### src/design/nfc_pkg.sv
/*
 nfc_pkg: constants shared by the host-side nand command sequencer and its
 pin-cycle engine: register offsets, reset values, command bytes, operation
 codes, step kinds and pin timing counts.
 Assumes a 25 MHz mclk and an asynchronous 8-bit nand die on the far side.
*/
package nfc_pkg;

	localparam int MCLK_NS = 40;

	function automatic int ns_to_cyc(input int ns);
		int c;
		c = (ns + MCLK_NS - 1) / MCLK_NS;
		ns_to_cyc = (c < 1) ? 1 : c;
	endfunction

	// pin timing, minimum times round up
	localparam int T_WP_NS  = 12;
	localparam int T_WH_NS  = 10;
	localparam int T_ADL_NS = 70;
	localparam int T_REA_NS = 25;
	localparam int T_WB_NS  = 100;
	localparam int WP_CYC   = ns_to_cyc(T_WP_NS);
	localparam int HI_CYC   = (ns_to_cyc(T_ADL_NS) > ns_to_cyc(T_WH_NS)) ?
		ns_to_cyc(T_ADL_NS) : ns_to_cyc(T_WH_NS);
	localparam int RE_CYC   = ns_to_cyc(T_REA_NS) + 2;
	localparam int WB_CYC   = ns_to_cyc(T_WB_NS);

	// software register byte offsets
	localparam logic [4:0] REG_CTRL   = 5'h00;
	localparam logic [4:0] REG_COL    = 5'h04;
	localparam logic [4:0] REG_ROW    = 5'h08;
	localparam logic [4:0] REG_DATA   = 5'h0C;
	localparam logic [4:0] REG_PARAM  = 5'h10;
	localparam logic [4:0] REG_STATUS = 5'h14;
	localparam logic [4:0] REG_CFG    = 5'h18;

	// reset values
	localparam logic [15:0] COL_RST   = 16'h0000;
	localparam logic [23:0] ROW_RST   = 24'h00_0000;
	localparam logic [7:0]  DATA_RST  = 8'h00;
	localparam logic [31:0] PARAM_RST = 32'h0000_0000;
	localparam logic        CFG_RST   = 1'b1;

	// row layout: page bits 5:0, plane select bit 6, block bits 16:6
	localparam int PLANE_BIT = 6;

	// nand command bytes
	localparam logic [7:0] C_READ   = 8'h00;
	localparam logic [7:0] C_CBREAD = 8'h35;
	localparam logic [7:0] C_RIN    = 8'h85;
	localparam logic [7:0] C_PROG   = 8'h10;
	localparam logic [7:0] C_ERASE  = 8'h60;
	localparam logic [7:0] C_ECONF  = 8'hD0;
	localparam logic [7:0] C_EQUEUE = 8'hD1;
	localparam logic [7:0] C_RESET  = 8'hFF;
	localparam logic [7:0] C_STAT   = 8'h70;
	localparam logic [7:0] C_STATE  = 8'h78;
	localparam logic [7:0] C_ROUT   = 8'h05;
	localparam logic [7:0] C_ROUTC  = 8'hE0;
	localparam logic [7:0] C_GETF   = 8'hEE;
	localparam logic [7:0] C_SETF   = 8'hEF;

	// feature map
	localparam logic [7:0] FEAT_DRIVE = 8'h80;
	localparam logic [7:0] FEAT_RBPD  = 8'h81;
	localparam logic [7:0] FEAT_MASK  = 8'h03;

	// operation codes written to the control register
	localparam logic [3:0] OP_CB_READ = 4'h1;
	localparam logic [3:0] OP_CB_PROG = 4'h2;
	localparam logic [3:0] OP_ERASE   = 4'h3;
	localparam logic [3:0] OP_EQUEUE  = 4'h4;
	localparam logic [3:0] OP_RESET   = 4'h5;
	localparam logic [3:0] OP_GETF    = 4'h6;
	localparam logic [3:0] OP_SETF    = 4'h7;
	localparam logic [3:0] OP_ROUT    = 4'h8;
	localparam logic [3:0] OP_RIN     = 4'h9;
	localparam logic [3:0] OP_DOUT    = 4'hA;
	localparam logic [3:0] OP_DIN     = 4'hB;
	localparam logic [3:0] OP_STAT    = 4'hC;
	localparam logic [3:0] OP_STATE   = 4'hD;

	typedef enum logic [2:0] {SK_CMD, SK_ADR, SK_DWR, SK_DRD, SK_WAIT, SK_END} nfc_step_type;

endpackage

### src/design/nfc_pin_cycle.sv
/*
 nfc_pin_cycle: drives one nand bus cycle (command, address, data write,
 data read) or one busy wait on the ready/busy line.
 Assumes rb_s and io_s are already synchronised to mclk by the caller.
*/
`timescale 1ns/10ps
`default_nettype none
module nfc_pin_cycle
	import nfc_pkg::*;
(
	// clock and reset
	input  wire logic              mclk,
	input  wire logic              rst,
	// request
	input  wire logic              start,
	input  wire nfc_pkg::nfc_step_type kind,
	input  wire logic [7:0]        wbyte,
	output logic                   done,
	output logic [7:0]             rbyte,
	// synchronised pins
	input  wire logic              rb_s,
	input  wire logic [7:0]        io_s,
	// pin drive
	output logic                   cle,
	output logic                   ale,
	output logic                   we_n,
	output logic                   re_n,
	output logic [7:0]             io_out,
	output logic                   io_oe
);
	typedef enum logic [2:0] {E_IDLE, E_SETUP, E_LOW, E_HIGH, E_SETTLE, E_POLL} nfc_eng_type;

	nfc_eng_type  st_q;
	logic         rd_q;
	logic [3:0]   cnt_q;

	wire cnt_zero = (cnt_q == 4'h0);

	always_ff @(posedge mclk) begin
		done <= 1'b0;
		if (rst) begin
			st_q   <= E_IDLE;
			rd_q   <= 1'b0;
			cnt_q  <= 4'h0;
			rbyte  <= 8'h00;
			cle    <= 1'b0;
			ale    <= 1'b0;
			we_n   <= 1'b1;
			re_n   <= 1'b1;
			io_out <= 8'h00;
			io_oe  <= 1'b0;
		end else begin
			case (st_q)
			E_IDLE: if (start) begin
				// latch and data lines settle a cycle before the strobe falls
				cle    <= (kind == SK_CMD);
				ale    <= (kind == SK_ADR);
				io_oe  <= (kind == SK_CMD) || (kind == SK_ADR) || (kind == SK_DWR);
				io_out <= wbyte;
				rd_q   <= (kind == SK_DRD);
				cnt_q  <= 4'(WB_CYC - 1);
				st_q   <= (kind == SK_WAIT) ? E_SETTLE : E_SETUP;
			end
			E_SETUP: begin
				we_n  <= rd_q;
				re_n  <= !rd_q;
				cnt_q <= rd_q ? 4'(RE_CYC - 1) : 4'(WP_CYC - 1);
				st_q  <= E_LOW;
			end
			E_LOW: if (cnt_zero) begin
				we_n  <= 1'b1;
				re_n  <= 1'b1;
				if (rd_q)
					rbyte <= io_s;
				cnt_q <= 4'(HI_CYC - 1);
				st_q  <= E_HIGH;
			end else begin
				cnt_q <= cnt_q - 4'h1;
			end
			E_HIGH: if (cnt_zero) begin
				cle   <= 1'b0;
				ale   <= 1'b0;
				io_oe <= 1'b0;
				done  <= 1'b1;
				st_q  <= E_IDLE;
			end else begin
				cnt_q <= cnt_q - 4'h1;
			end
			// busy may take a while to fall after the last strobe
			E_SETTLE: if (cnt_zero) begin
				st_q <= E_POLL;
			end else begin
				cnt_q <= cnt_q - 4'h1;
			end
			E_POLL: if (rb_s) begin
				done <= 1'b1;
				st_q <= E_IDLE;
			end
			default: st_q <= E_IDLE;
			endcase
		end
	end
endmodule
`default_nettype wire

### src/design/nfc_nand_host.sv
/*
 nfc_nand_host: host-side sequencer for copy back, block erase, reset and
 feature access on an asynchronous 8-bit nand die, driven by software over
 Avalon-MM. Assumes one die on the pins, a pulled-up ready/busy line and a
 testbench that resolves the data pins from nand_io_oe.
*/
// The implementer's own choice: the Avalon-MM slave port.
`timescale 1ns/10ps
`default_nettype none
// What this block does
// - copy-back read sends 00h, five address, 35h
// - copy-back program only within source plane
// - copy-back program sends 85h, five address, 10h
// - erase sends 60h, three row, D0h
// - queued erase started by D0h other plane
// - two-plane erase planes must differ
// - queued erase refuses copy-back program, but not copy-back read
// - EEh reads, EFh writes, one address byte
// - four parameter bytes then busy while storing
module nfc_nand_host (
	// clock and reset
	input  wire logic        mclk,
	input  wire logic        rst,
	// avalon-mm slave
	input  wire logic [4:0]  avs_address,
	input  wire logic        avs_read,
	input  wire logic        avs_write,
	input  wire logic [31:0] avs_writedata,
	input  wire logic [3:0]  avs_byteenable,
	output logic      [31:0] avs_readdata,
	output logic             avs_waitrequest,
	// nand pins
	output logic             nand_ce_n,
	output logic             nand_cle,
	output logic             nand_ale,
	output logic             nand_we_n,
	output logic             nand_re_n,
	output logic             nand_wp_n,
	output logic      [7:0]  nand_io_out,
	output logic             nand_io_oe,
	input  wire logic [7:0]  nand_io_in,
	input  wire logic        nand_rb_n
);
	import nfc_pkg::*;

	typedef enum logic [1:0] {ST_IDLE, ST_ISSUE, ST_RUN} nfc_state_type;

	function automatic logic [31:0] be_merge(input logic [31:0] old, input logic [31:0] nw,
		input logic [3:0] be);
		for (int i = 0; i < 4; i++)
			be_merge[i*8 +: 8] = be[i] ? nw[i*8 +: 8] : old[i*8 +: 8];
	endfunction

	function automatic logic [10:0] mk(input nfc_step_type k, input logic [7:0] v);
		mk = {k, v};
	endfunction

	// sequence tables; address selector 0-1 column, 2-4 row, 5 feature address
	function automatic logic [10:0] step(input logic [3:0] op, input logic [3:0] i);
		step = mk(SK_END, 8'h00);
		case (op)
		OP_CB_READ: case (i)
			4'd0: step = mk(SK_CMD, C_READ);
			4'd1, 4'd2, 4'd3, 4'd4, 4'd5: step = mk(SK_ADR, 8'(i - 4'd1));
			4'd6: step = mk(SK_CMD, C_CBREAD);
			4'd7: step = mk(SK_WAIT, 8'h00);
			default: step = mk(SK_END, 8'h00);
			endcase
		OP_CB_PROG: case (i)
			4'd0: step = mk(SK_CMD, C_RIN);
			4'd1, 4'd2, 4'd3, 4'd4, 4'd5: step = mk(SK_ADR, 8'(i - 4'd1));
			4'd6: step = mk(SK_CMD, C_PROG);
			4'd7: step = mk(SK_WAIT, 8'h00);
			4'd8: step = mk(SK_CMD, C_STAT);
			4'd9: step = mk(SK_DRD, 8'd5);
			default: step = mk(SK_END, 8'h00);
			endcase
		OP_ERASE, OP_EQUEUE: case (i)
			4'd0: step = mk(SK_CMD, C_ERASE);
			4'd1, 4'd2, 4'd3: step = mk(SK_ADR, 8'(i + 4'd1));
			4'd4: step = mk(SK_CMD, (op == OP_ERASE) ? C_ECONF : C_EQUEUE);
			4'd5: step = mk(SK_WAIT, 8'h00);
			4'd6: step = (op == OP_ERASE) ? mk(SK_CMD, C_STAT) : mk(SK_END, 8'h00);
			4'd7: step = (op == OP_ERASE) ? mk(SK_DRD, 8'd5) : mk(SK_END, 8'h00);
			default: step = mk(SK_END, 8'h00);
			endcase
		OP_RESET: case (i)
			4'd0: step = mk(SK_CMD, C_RESET);
			4'd1: step = mk(SK_WAIT, 8'h00);
			4'd2: step = mk(SK_CMD, C_STAT);
			4'd3: step = mk(SK_DRD, 8'd5);
			default: step = mk(SK_END, 8'h00);
			endcase
		OP_GETF, OP_SETF: case (i)
			4'd0: step = mk(SK_CMD, (op == OP_GETF) ? C_GETF : C_SETF);
			4'd1: step = mk(SK_ADR, 8'd5);
			4'd2, 4'd3, 4'd4, 4'd5: step = (op == OP_GETF) ?
				mk(SK_WAIT, 8'h00) : mk(SK_DWR, 8'(i - 4'd1));
			4'd6: step = (op == OP_GETF) ? mk(SK_DRD, 8'd1) : mk(SK_WAIT, 8'h00);
			4'd7, 4'd8, 4'd9: step = (op == OP_GETF) ? mk(SK_DRD, 8'(i - 4'd5)) :
				mk(SK_END, 8'h00);
			default: step = mk(SK_END, 8'h00);
			endcase
		OP_ROUT: case (i)
			4'd0: step = mk(SK_CMD, C_ROUT);
			4'd1, 4'd2: step = mk(SK_ADR, 8'(i - 4'd1));
			4'd3: step = mk(SK_CMD, C_ROUTC);
			default: step = mk(SK_END, 8'h00);
			endcase
		OP_RIN: case (i)
			4'd0: step = mk(SK_CMD, C_RIN);
			4'd1, 4'd2: step = mk(SK_ADR, 8'(i - 4'd1));
			default: step = mk(SK_END, 8'h00);
			endcase
		OP_DOUT: step = (i == 4'd0) ? mk(SK_DRD, 8'd0) : mk(SK_END, 8'h00);
		OP_DIN:  step = (i == 4'd0) ? mk(SK_DWR, 8'd0) : mk(SK_END, 8'h00);
		OP_STAT, OP_STATE: case (i)
			4'd0: step = mk(SK_CMD, (op == OP_STAT) ? C_STAT : C_STATE);
			4'd1, 4'd2, 4'd3: step = (op == OP_STAT) ? mk(SK_DRD, 8'd5) :
				mk(SK_ADR, 8'(i + 4'd1));
			4'd4: step = (op == OP_STAT) ? mk(SK_END, 8'h00) : mk(SK_DRD, 8'd5);
			default: step = mk(SK_END, 8'h00);
			endcase
		default: step = mk(SK_END, 8'h00);
		endcase
	endfunction

	nfc_state_type state_q, state_d;
	logic [3:0]  op_q, idx_q;
	logic [15:0] col_q;
	logic [23:0] row_q;
	logic [7:0]  data_q, stat_q;
	logic [31:0] param_q;
	logic        cfg_wp_q, err_q, queued_q, qplane_q, cb_valid_q, src_plane_q;
	logic        rb_m_q, rb_s_q, rd_ack_q, ce_n_q;
	logic [7:0]  io_m_q, io_s_q;
	logic [31:0] rdata_q;
	logic        eng_done;
	logic [7:0]  eng_rbyte;

	// decode
	wire         busy     = (state_q != ST_IDLE);
	wire         wr_go    = avs_write && !busy;
	wire [3:0]   new_op   = avs_writedata[3:0];
	wire         plane    = row_q[PLANE_BIT];
	wire         bad_cb   = (new_op == OP_CB_PROG) &&
		(!cb_valid_q || plane != src_plane_q || queued_q);
	wire         bad_er   = (new_op == OP_ERASE) && queued_q && (plane == qplane_q);
	wire         bad_op   = (new_op == 4'h0) || (new_op > OP_STATE);
	wire         ctrl_go  = wr_go && (avs_address == REG_CTRL);
	wire         refuse   = ctrl_go && (bad_cb || bad_er || bad_op);
	wire         launch   = ctrl_go && !refuse;
	wire [10:0]  cur      = step(op_q, idx_q);
	wire nfc_step_type cur_k = nfc_step_type'(cur[10:8]);
	wire [7:0]   cur_v    = cur[7:0];
	wire         feat_ok  = (col_q[7:0] == FEAT_DRIVE) || (col_q[7:0] == FEAT_RBPD);
	wire [31:0]  param_tx = feat_ok ? {24'h00_0000, param_q[7:0] & FEAT_MASK} : param_q;
	wire [7:0]   adr_byte = (cur_v == 8'd0) ? col_q[7:0] : (cur_v == 8'd1) ? col_q[15:8] :
		(cur_v == 8'd2) ? row_q[7:0] : (cur_v == 8'd3) ? row_q[15:8] :
		(cur_v == 8'd4) ? row_q[23:16] : col_q[7:0];
	wire [7:0]   dwr_byte = (cur_v == 8'd0) ? data_q : param_tx[{2'(cur_v[1:0] - 2'd1), 3'b000} +: 8];
	wire [7:0]   eng_byte = (cur_k == SK_ADR) ? adr_byte : (cur_k == SK_DWR) ? dwr_byte : cur_v;
	wire         eng_go   = (state_q == ST_ISSUE) && (cur_k != SK_END);
	wire         step_end = (state_q == ST_RUN) && eng_done;
	wire [31:0]  status_w = {16'h0000, stat_q, 3'b000, cb_valid_q, queued_q, err_q, rb_s_q, busy};
	wire [31:0]  rd_mux   = (avs_address == REG_CTRL)   ? {28'h000_0000, op_q} :
		(avs_address == REG_COL)    ? {16'h0000, col_q} :
		(avs_address == REG_ROW)    ? {8'h00, row_q} :
		(avs_address == REG_DATA)   ? {24'h00_0000, data_q} :
		(avs_address == REG_PARAM)  ? param_q :
		(avs_address == REG_STATUS) ? status_w :
		(avs_address == REG_CFG)    ? {31'h0000_0000, cfg_wp_q} : 32'h0000_0000;

	assign avs_waitrequest = (avs_write && busy) || (avs_read && !rd_ack_q);
	assign avs_readdata    = rdata_q;
	assign nand_ce_n       = ce_n_q;
	assign nand_wp_n       = cfg_wp_q;

	always_comb begin
		state_d = state_q;
		case (state_q)
		ST_IDLE:  state_d = launch ? ST_ISSUE : ST_IDLE;
		ST_ISSUE: state_d = (cur_k == SK_END) ? ST_IDLE : ST_RUN;
		ST_RUN:   state_d = eng_done ? ST_ISSUE : ST_RUN;
		default:  state_d = ST_IDLE;
		endcase
	end

	// the pins are asynchronous to mclk
	always_ff @(posedge mclk) begin
		rb_m_q <= nand_rb_n;
		rb_s_q <= rb_m_q;
		io_m_q <= nand_io_in;
		io_s_q <= io_m_q;
	end

	always_ff @(posedge mclk) begin
		if (rst) begin
			state_q  <= ST_IDLE;
			op_q     <= 4'h0;
			idx_q    <= 4'h0;
			ce_n_q   <= 1'b1;
			rd_ack_q <= 1'b0;
			rdata_q  <= 32'h0000_0000;
		end else begin
			state_q  <= state_d;
			ce_n_q   <= (state_d == ST_IDLE);
			rd_ack_q <= avs_read && !rd_ack_q;
			rdata_q  <= rd_mux;
			if (launch) begin
				op_q  <= new_op;
				idx_q <= 4'h0;
			end else if (step_end) begin
				idx_q <= idx_q + 4'h1;
			end
		end
	end

	// software registers
	always_ff @(posedge mclk) begin
		if (rst) begin
			col_q    <= COL_RST;
			row_q    <= ROW_RST;
			cfg_wp_q <= CFG_RST;
			err_q    <= 1'b0;
		end else begin
			if (wr_go && avs_address == REG_COL)
				col_q <= 16'(be_merge({16'h0000, col_q}, avs_writedata, avs_byteenable));
			if (wr_go && avs_address == REG_ROW)
				row_q <= 24'(be_merge({8'h00, row_q}, avs_writedata, avs_byteenable));
			if (wr_go && avs_address == REG_CFG && avs_byteenable[0])
				cfg_wp_q <= avs_writedata[0];
			if (ctrl_go)
				err_q <= refuse;
		end
	end

	// data, parameters and status byte from the pins
	always_ff @(posedge mclk) begin
		if (rst) begin
			data_q  <= DATA_RST;
			param_q <= PARAM_RST;
			stat_q  <= 8'h00;
		end else if (step_end && cur_k == SK_DRD) begin
			if (cur_v == 8'd0)
				data_q <= eng_rbyte;
			else if (cur_v == 8'd5)
				stat_q <= eng_rbyte;
			else
				param_q[{2'(cur_v[1:0] - 2'd1), 3'b000} +: 8] <= eng_rbyte;
		end else begin
			if (wr_go && avs_address == REG_DATA && avs_byteenable[0])
				data_q <= avs_writedata[7:0];
			if (wr_go && avs_address == REG_PARAM)
				param_q <= be_merge(param_q, avs_writedata, avs_byteenable);
		end
	end

	// plane bookkeeping follows the commands actually sent
	always_ff @(posedge mclk) begin
		if (rst) begin
			queued_q    <= 1'b0;
			qplane_q    <= 1'b0;
			cb_valid_q  <= 1'b0;
			src_plane_q <= 1'b0;
		end else if (step_end && cur_k == SK_CMD) begin
			if (cur_v == C_EQUEUE) begin
				queued_q <= 1'b1;
				qplane_q <= plane;
			end
			if (cur_v == C_ECONF || cur_v == C_RESET)
				queued_q <= 1'b0;
			if (cur_v == C_CBREAD) begin
				cb_valid_q  <= 1'b1;
				src_plane_q <= plane;
			end
			if (cur_v == C_RESET || cur_v == C_ERASE)
				cb_valid_q <= 1'b0;
		end
	end

	nfc_pin_cycle u_cycle (
		.mclk   (mclk),
		.rst    (rst),
		.start  (eng_go),
		.kind   (cur_k),
		.wbyte  (eng_byte),
		.done   (eng_done),
		.rbyte  (eng_rbyte),
		.rb_s   (rb_s_q),
		.io_s   (io_s_q),
		.cle    (nand_cle),
		.ale    (nand_ale),
		.we_n   (nand_we_n),
		.re_n   (nand_re_n),
		.io_out (nand_io_out),
		.io_oe  (nand_io_oe)
	);
endmodule
`default_nettype wire

### config.mk
export PLATFORM = sky130hd
export DESIGN_NAME = nfc_nand_host
export DESIGN_NICKNAME = d
export VERILOG_FILES = /design/src/design/nfc_pkg.sv /design/src/design/nfc_pin_cycle.sv /design/src/design/nfc_nand_host.sv
export SDC_FILE = /design/constraint.sdc
export NUM_CORES = 1
export LEC_CHECK = 0
export ABC_AREA = 1
export BUFFER_PORTS_ARGS = -buffer_cell sky130_fd_sc_hd__buf_2
export CORE_ASPECT_RATIO = 1.25
export CORE_MARGIN = 2
export CORE_UTILIZATION = 40
export DETAILED_ROUTE_END_ITERATION = 10
export PLACE_DENSITY_LB_ADDON = 0.12
export RECOVER_POWER = 25
export SETUP_SLACK_MARGIN = 0.5
export SLEW_MARGIN = 10
export SYNTH_ARGS = -nofsm -noshare
export SYNTH_HDL_FRONTEND = slang
export SYNTH_HIERARCHICAL = 1
export SYNTH_SLANG_ARGS = --single-unit
### constraint.sdc
create_clock -name mclk -period 9.25 [get_ports mclk]
set_input_delay 2.3125 -clock mclk [delete_from_list [all_inputs] [get_ports mclk]]
set_output_delay 2.3125 -clock mclk [all_outputs]
set_load 0.05 [all_outputs]
==> flow_summary.toml <==
[run_status]
status = "complete, but fails checks"
failed_checks = "capacitance limit, slew limit"

[power_and_ir_drop]
p_per_area_mw_per_mm2 = 155
seq_power_share_pct = 45.5
ir_drop_v = 0.000106
sw_frac_of_total_pct = 30.1
pwr-share-comb_pct = 13.3
internal_power_mw = 1.29
p_leak_nw = 5.19
switchingPower_mw = 0.555
clockPowerShare_pct = 41.1

[min_path]
hold_start = "rb_m_q"
min_delay_path_depth = 0
hold_path_end = "rb_s_q"
hold_class = "reg2reg"

[route]
ant_nets = 0
wl_per_cell_um = 17.5
viasPerCell = 5.38
drtPass1Iterations = 6
wirelength_um = 37000
drc = 0
drt-initial-drc-count = 959
dr_total_vias = 11400

[place]
hpwl_um = 28100
port_buffers = 101
gp_congestion = 0.984
dpl_worst_slack_ns = 4.11

[synthesis]
synth_top_area_share_pct = 34.9
synthArstFlopShare_pct = 0
yosys_most_used_dff = "dfxtp_1"
yosysWarnings = 6
synth.avg_cell_area_um2 = 6.30
synthTopCellsByArea = "dfxtp_1, nand2_1, nor2_1"
yosys.area.top_type = "dfxtp_1"
synth_cell_types = 43
synth-seq-cells = 186
syn_inst = 1693
synth_edf_count = 0
syn-num-nets = 1762
syn-cell-area_mm2 = 0.0107
seq_area_frac_synth_pct = 34.9

[timing]
worst_slack_ns = 4.10
worst_pin_slew_ns = 1.71
skew_ns = 0.0117
setup_viol = 0
fin_tns_setup_ns = 0
final-hold-violation-count = 0
period_share_pct = 55.7
final_max_slew_viol_count = 33
hold_ws_ns = 0.325
rsz0062_at_grt = "false"
fmax_mhz = 194
period_needed_ns = 5.15
slew-limit-headroom_pct = -14.0

[final_layout]
diodes = 0
final_layout_size_suffix_gt1_share_pct = 10.7
nFillCells = 2854
areaGrowthSynthToFinish_pct = 11.7
nNetsFinal = 1830

[global_route]
grt_max_degree = 90
grt_pass1_vias = 10600
grt_usage_pct = 26.4
grt_pass1_wl_um = 58100
antenna_found_initial = 0
grt_overflow = 0

[floorplanning]
placementRows = 66
start_util_pct = 40.9
fp.dieArea_mm2 = 0.0280
core_mm2 = 0.0261
die_w_um = 150
pin_count = 102
die_h_um = 187

[setup_path]
timing.rr.end = "param_q[21]"
cpMostUsedCell = "buf_2"
cp_slowest_cell = "buf_2"
crit_path_end_kind = "output pin"
crit_arrival_ns = 2.84
critical_path_class = "in2out"
critPathLaunchType = "primary input"
cpPeakStageDelay_ns = 0.28
crit_chain = "buf_2 -> inv_1 -> o22ai_1 -> buf_2"
r2r_slack_ns = 4.16
crit_fanout = 2
r2r-start = "idx_q[0]"
reg2reg_depth = 20
required_ns = 6.94

[clock_network]
cts_num_sinks = 186
post_cts_buffers = 0
clockBufferDepth = 2
ctsHoldBuffers = 0
root_buffer = "clkbuf_16"
cts_resized = 0
htreeDepth = 4
clk_pin_slew_worst_paths_ns = 0.08
insertion_delay_ns = 0.45
cts_tree = "yes"
cts_inserted_buffers = 17

[flow_run]
maxCapViolCount = 1
power by group through the flow:
stage / Sequential (mW) / Clock (mW) / Combinational, mW
2_1_floorplan: 0.861 / 0 / 0.171
3_3_place_gp: 0.856 / 0 / 0.240
3_5_place_dp: 0.857 / 0 / 0.241
4_1_cts: 0.838 / 0.771 / 0.243
5_1_grt: 0.841 / 0.805 / 0.276
6_report: 0.839 / 0.757 / 0.245
per-layer routing:
metal / share of wire [%] / GRT usage, %
met1: 43 / 33.9
met2: 47 / 43.6
met3: 5.7 / 3.84
met4: 4.7 / 12.0
met5: 0 / 0
cells in the final DEF (no fill, tap or decap), types with 17 or more instances in the layout:
| master | synthesis | routed |
|---|---|---|
| nand2_1 | 460 | 459 |
| nand4_1 | 24 | 24 |
| nor3_1 | 24 | 23 |
| clkbuf_1 | 30 | 27 |
| buf_2 | 15 | 76 |
| a21oi_1 | 147 | 147 |
| nor2_1 | 250 | 250 |
| o21ai_0 | 135 | 135 |
| inv_1 | 156 | 156 |
| dfxtp_1 | 186 | 186 |
| clkbuf_16 | 0 | 17 |
| nand3_1 | 109 | 109 |
per-stage QoR:
step	area [um2]	util, %	cells	power, mW
after CTS	11900	45.8	2114	1.85
after global placement	11300	43.5	2082	1.10
final	11900	45.6	2114	1.84
after detailed placement	11300	43.5	2082	1.10
after global routing	11900	45.6	2114	1.92
after floorplan	10700	-	1693	1.03
sequential cells by signal (all words and copies together), names as in the netlist, 2 cells and up:
register,cells
stat_q,8
u_cycle/io_out,8
col_q,16
io_s_q,8
idx_q,4
state_q,2
op_q,4
param_q,32
u_cycle/st_q,3
u_cycle/cnt_q,4
u_cycle/rbyte,8
io_m_q,8
avs_readdata,32
data_q,8
row_q,24
worst max path at each step:
| stage | depth (start not counted) | endpoint | slack [ns] | start |
|---|---|---|---|---|
| after floorplan | 2 | avs_waitrequest | 3.82 | avs_write |
| after global placement | 4 | avs_waitrequest | 4.11 | avs_read |
| after detailed placement | 4 | avs_waitrequest | 4.11 | avs_read |
| after CTS | 4 | avs_waitrequest | 4.10 | avs_read |
| after global routing | 20 | param_q[22] | 3.54 | idx_q[0] |
| final | 4 | avs_waitrequest | 4.10 | avs_read |
final cells by class:
| class | instances | area (um2) | area share (%) |
|---|---|---|---|
| Multi-Input combinational cell | 1266 | 5940 | 49.9 |
| Sequential cell | 186 | 3720 | 31.3 |
| Inverter | 180 | 684 | 5.75 |
| Timing Repair Buffer | 110 | 538 | 4.52 |
| Clock buffer | 19 | 443 | 3.72 |
| Tap cell | 340 | 425 | 3.57 |
| Clock inverter | 13 | 158 | 1.32 |
cells in the mapped netlist, types with 2 or more instances:
master	number
a31oi_1	10
dfxtp_1	186
nor3_1	24
o21ai_0	135
nor2_2	14
o22ai_1	6
nand3_2	4
clkinv_1	6
ha_1	15
nand4_1	24
nand2_4	3
o21ai_1	5
a211oi_1	2
buf_2	15
nor2_1	250
o21ai_2	5
inv_4	3
buf_6	7
nand3_1	109
inv_2	14
buf_1	3
o211ai_1	2
a41oi_1	6
nand2_2	9
inv_1	156
nand3b_1	2
a221oi_1	9
nand3_4	4
nor2_4	11
a21oi_1	147
nand2_1	460
clkbuf_1	30
a22o_1	2
buf_4	6
logic make-up (layout without fill, tap and decap cells):
family | count (synthesis) | in the layout | share of synthesized area [%]
AOI/OAI and AO/OA | 331 | 331 | 16.7
adders and majority gates | 15 | 15 | 1.76
buffers and inverters | 241 | 322 | 9.45
DFF | 186 | 186 | 34.9
and+or+nand+nor | 920 | 920 | 37.2
critical path, delay by kind of cell:
kind,cells,cell delay (ns)
buffers and inverters,3,0.39
AOI/OAI and AO/OA,1,0.13
Note: power is estimated with default switching activity, not from simulation.
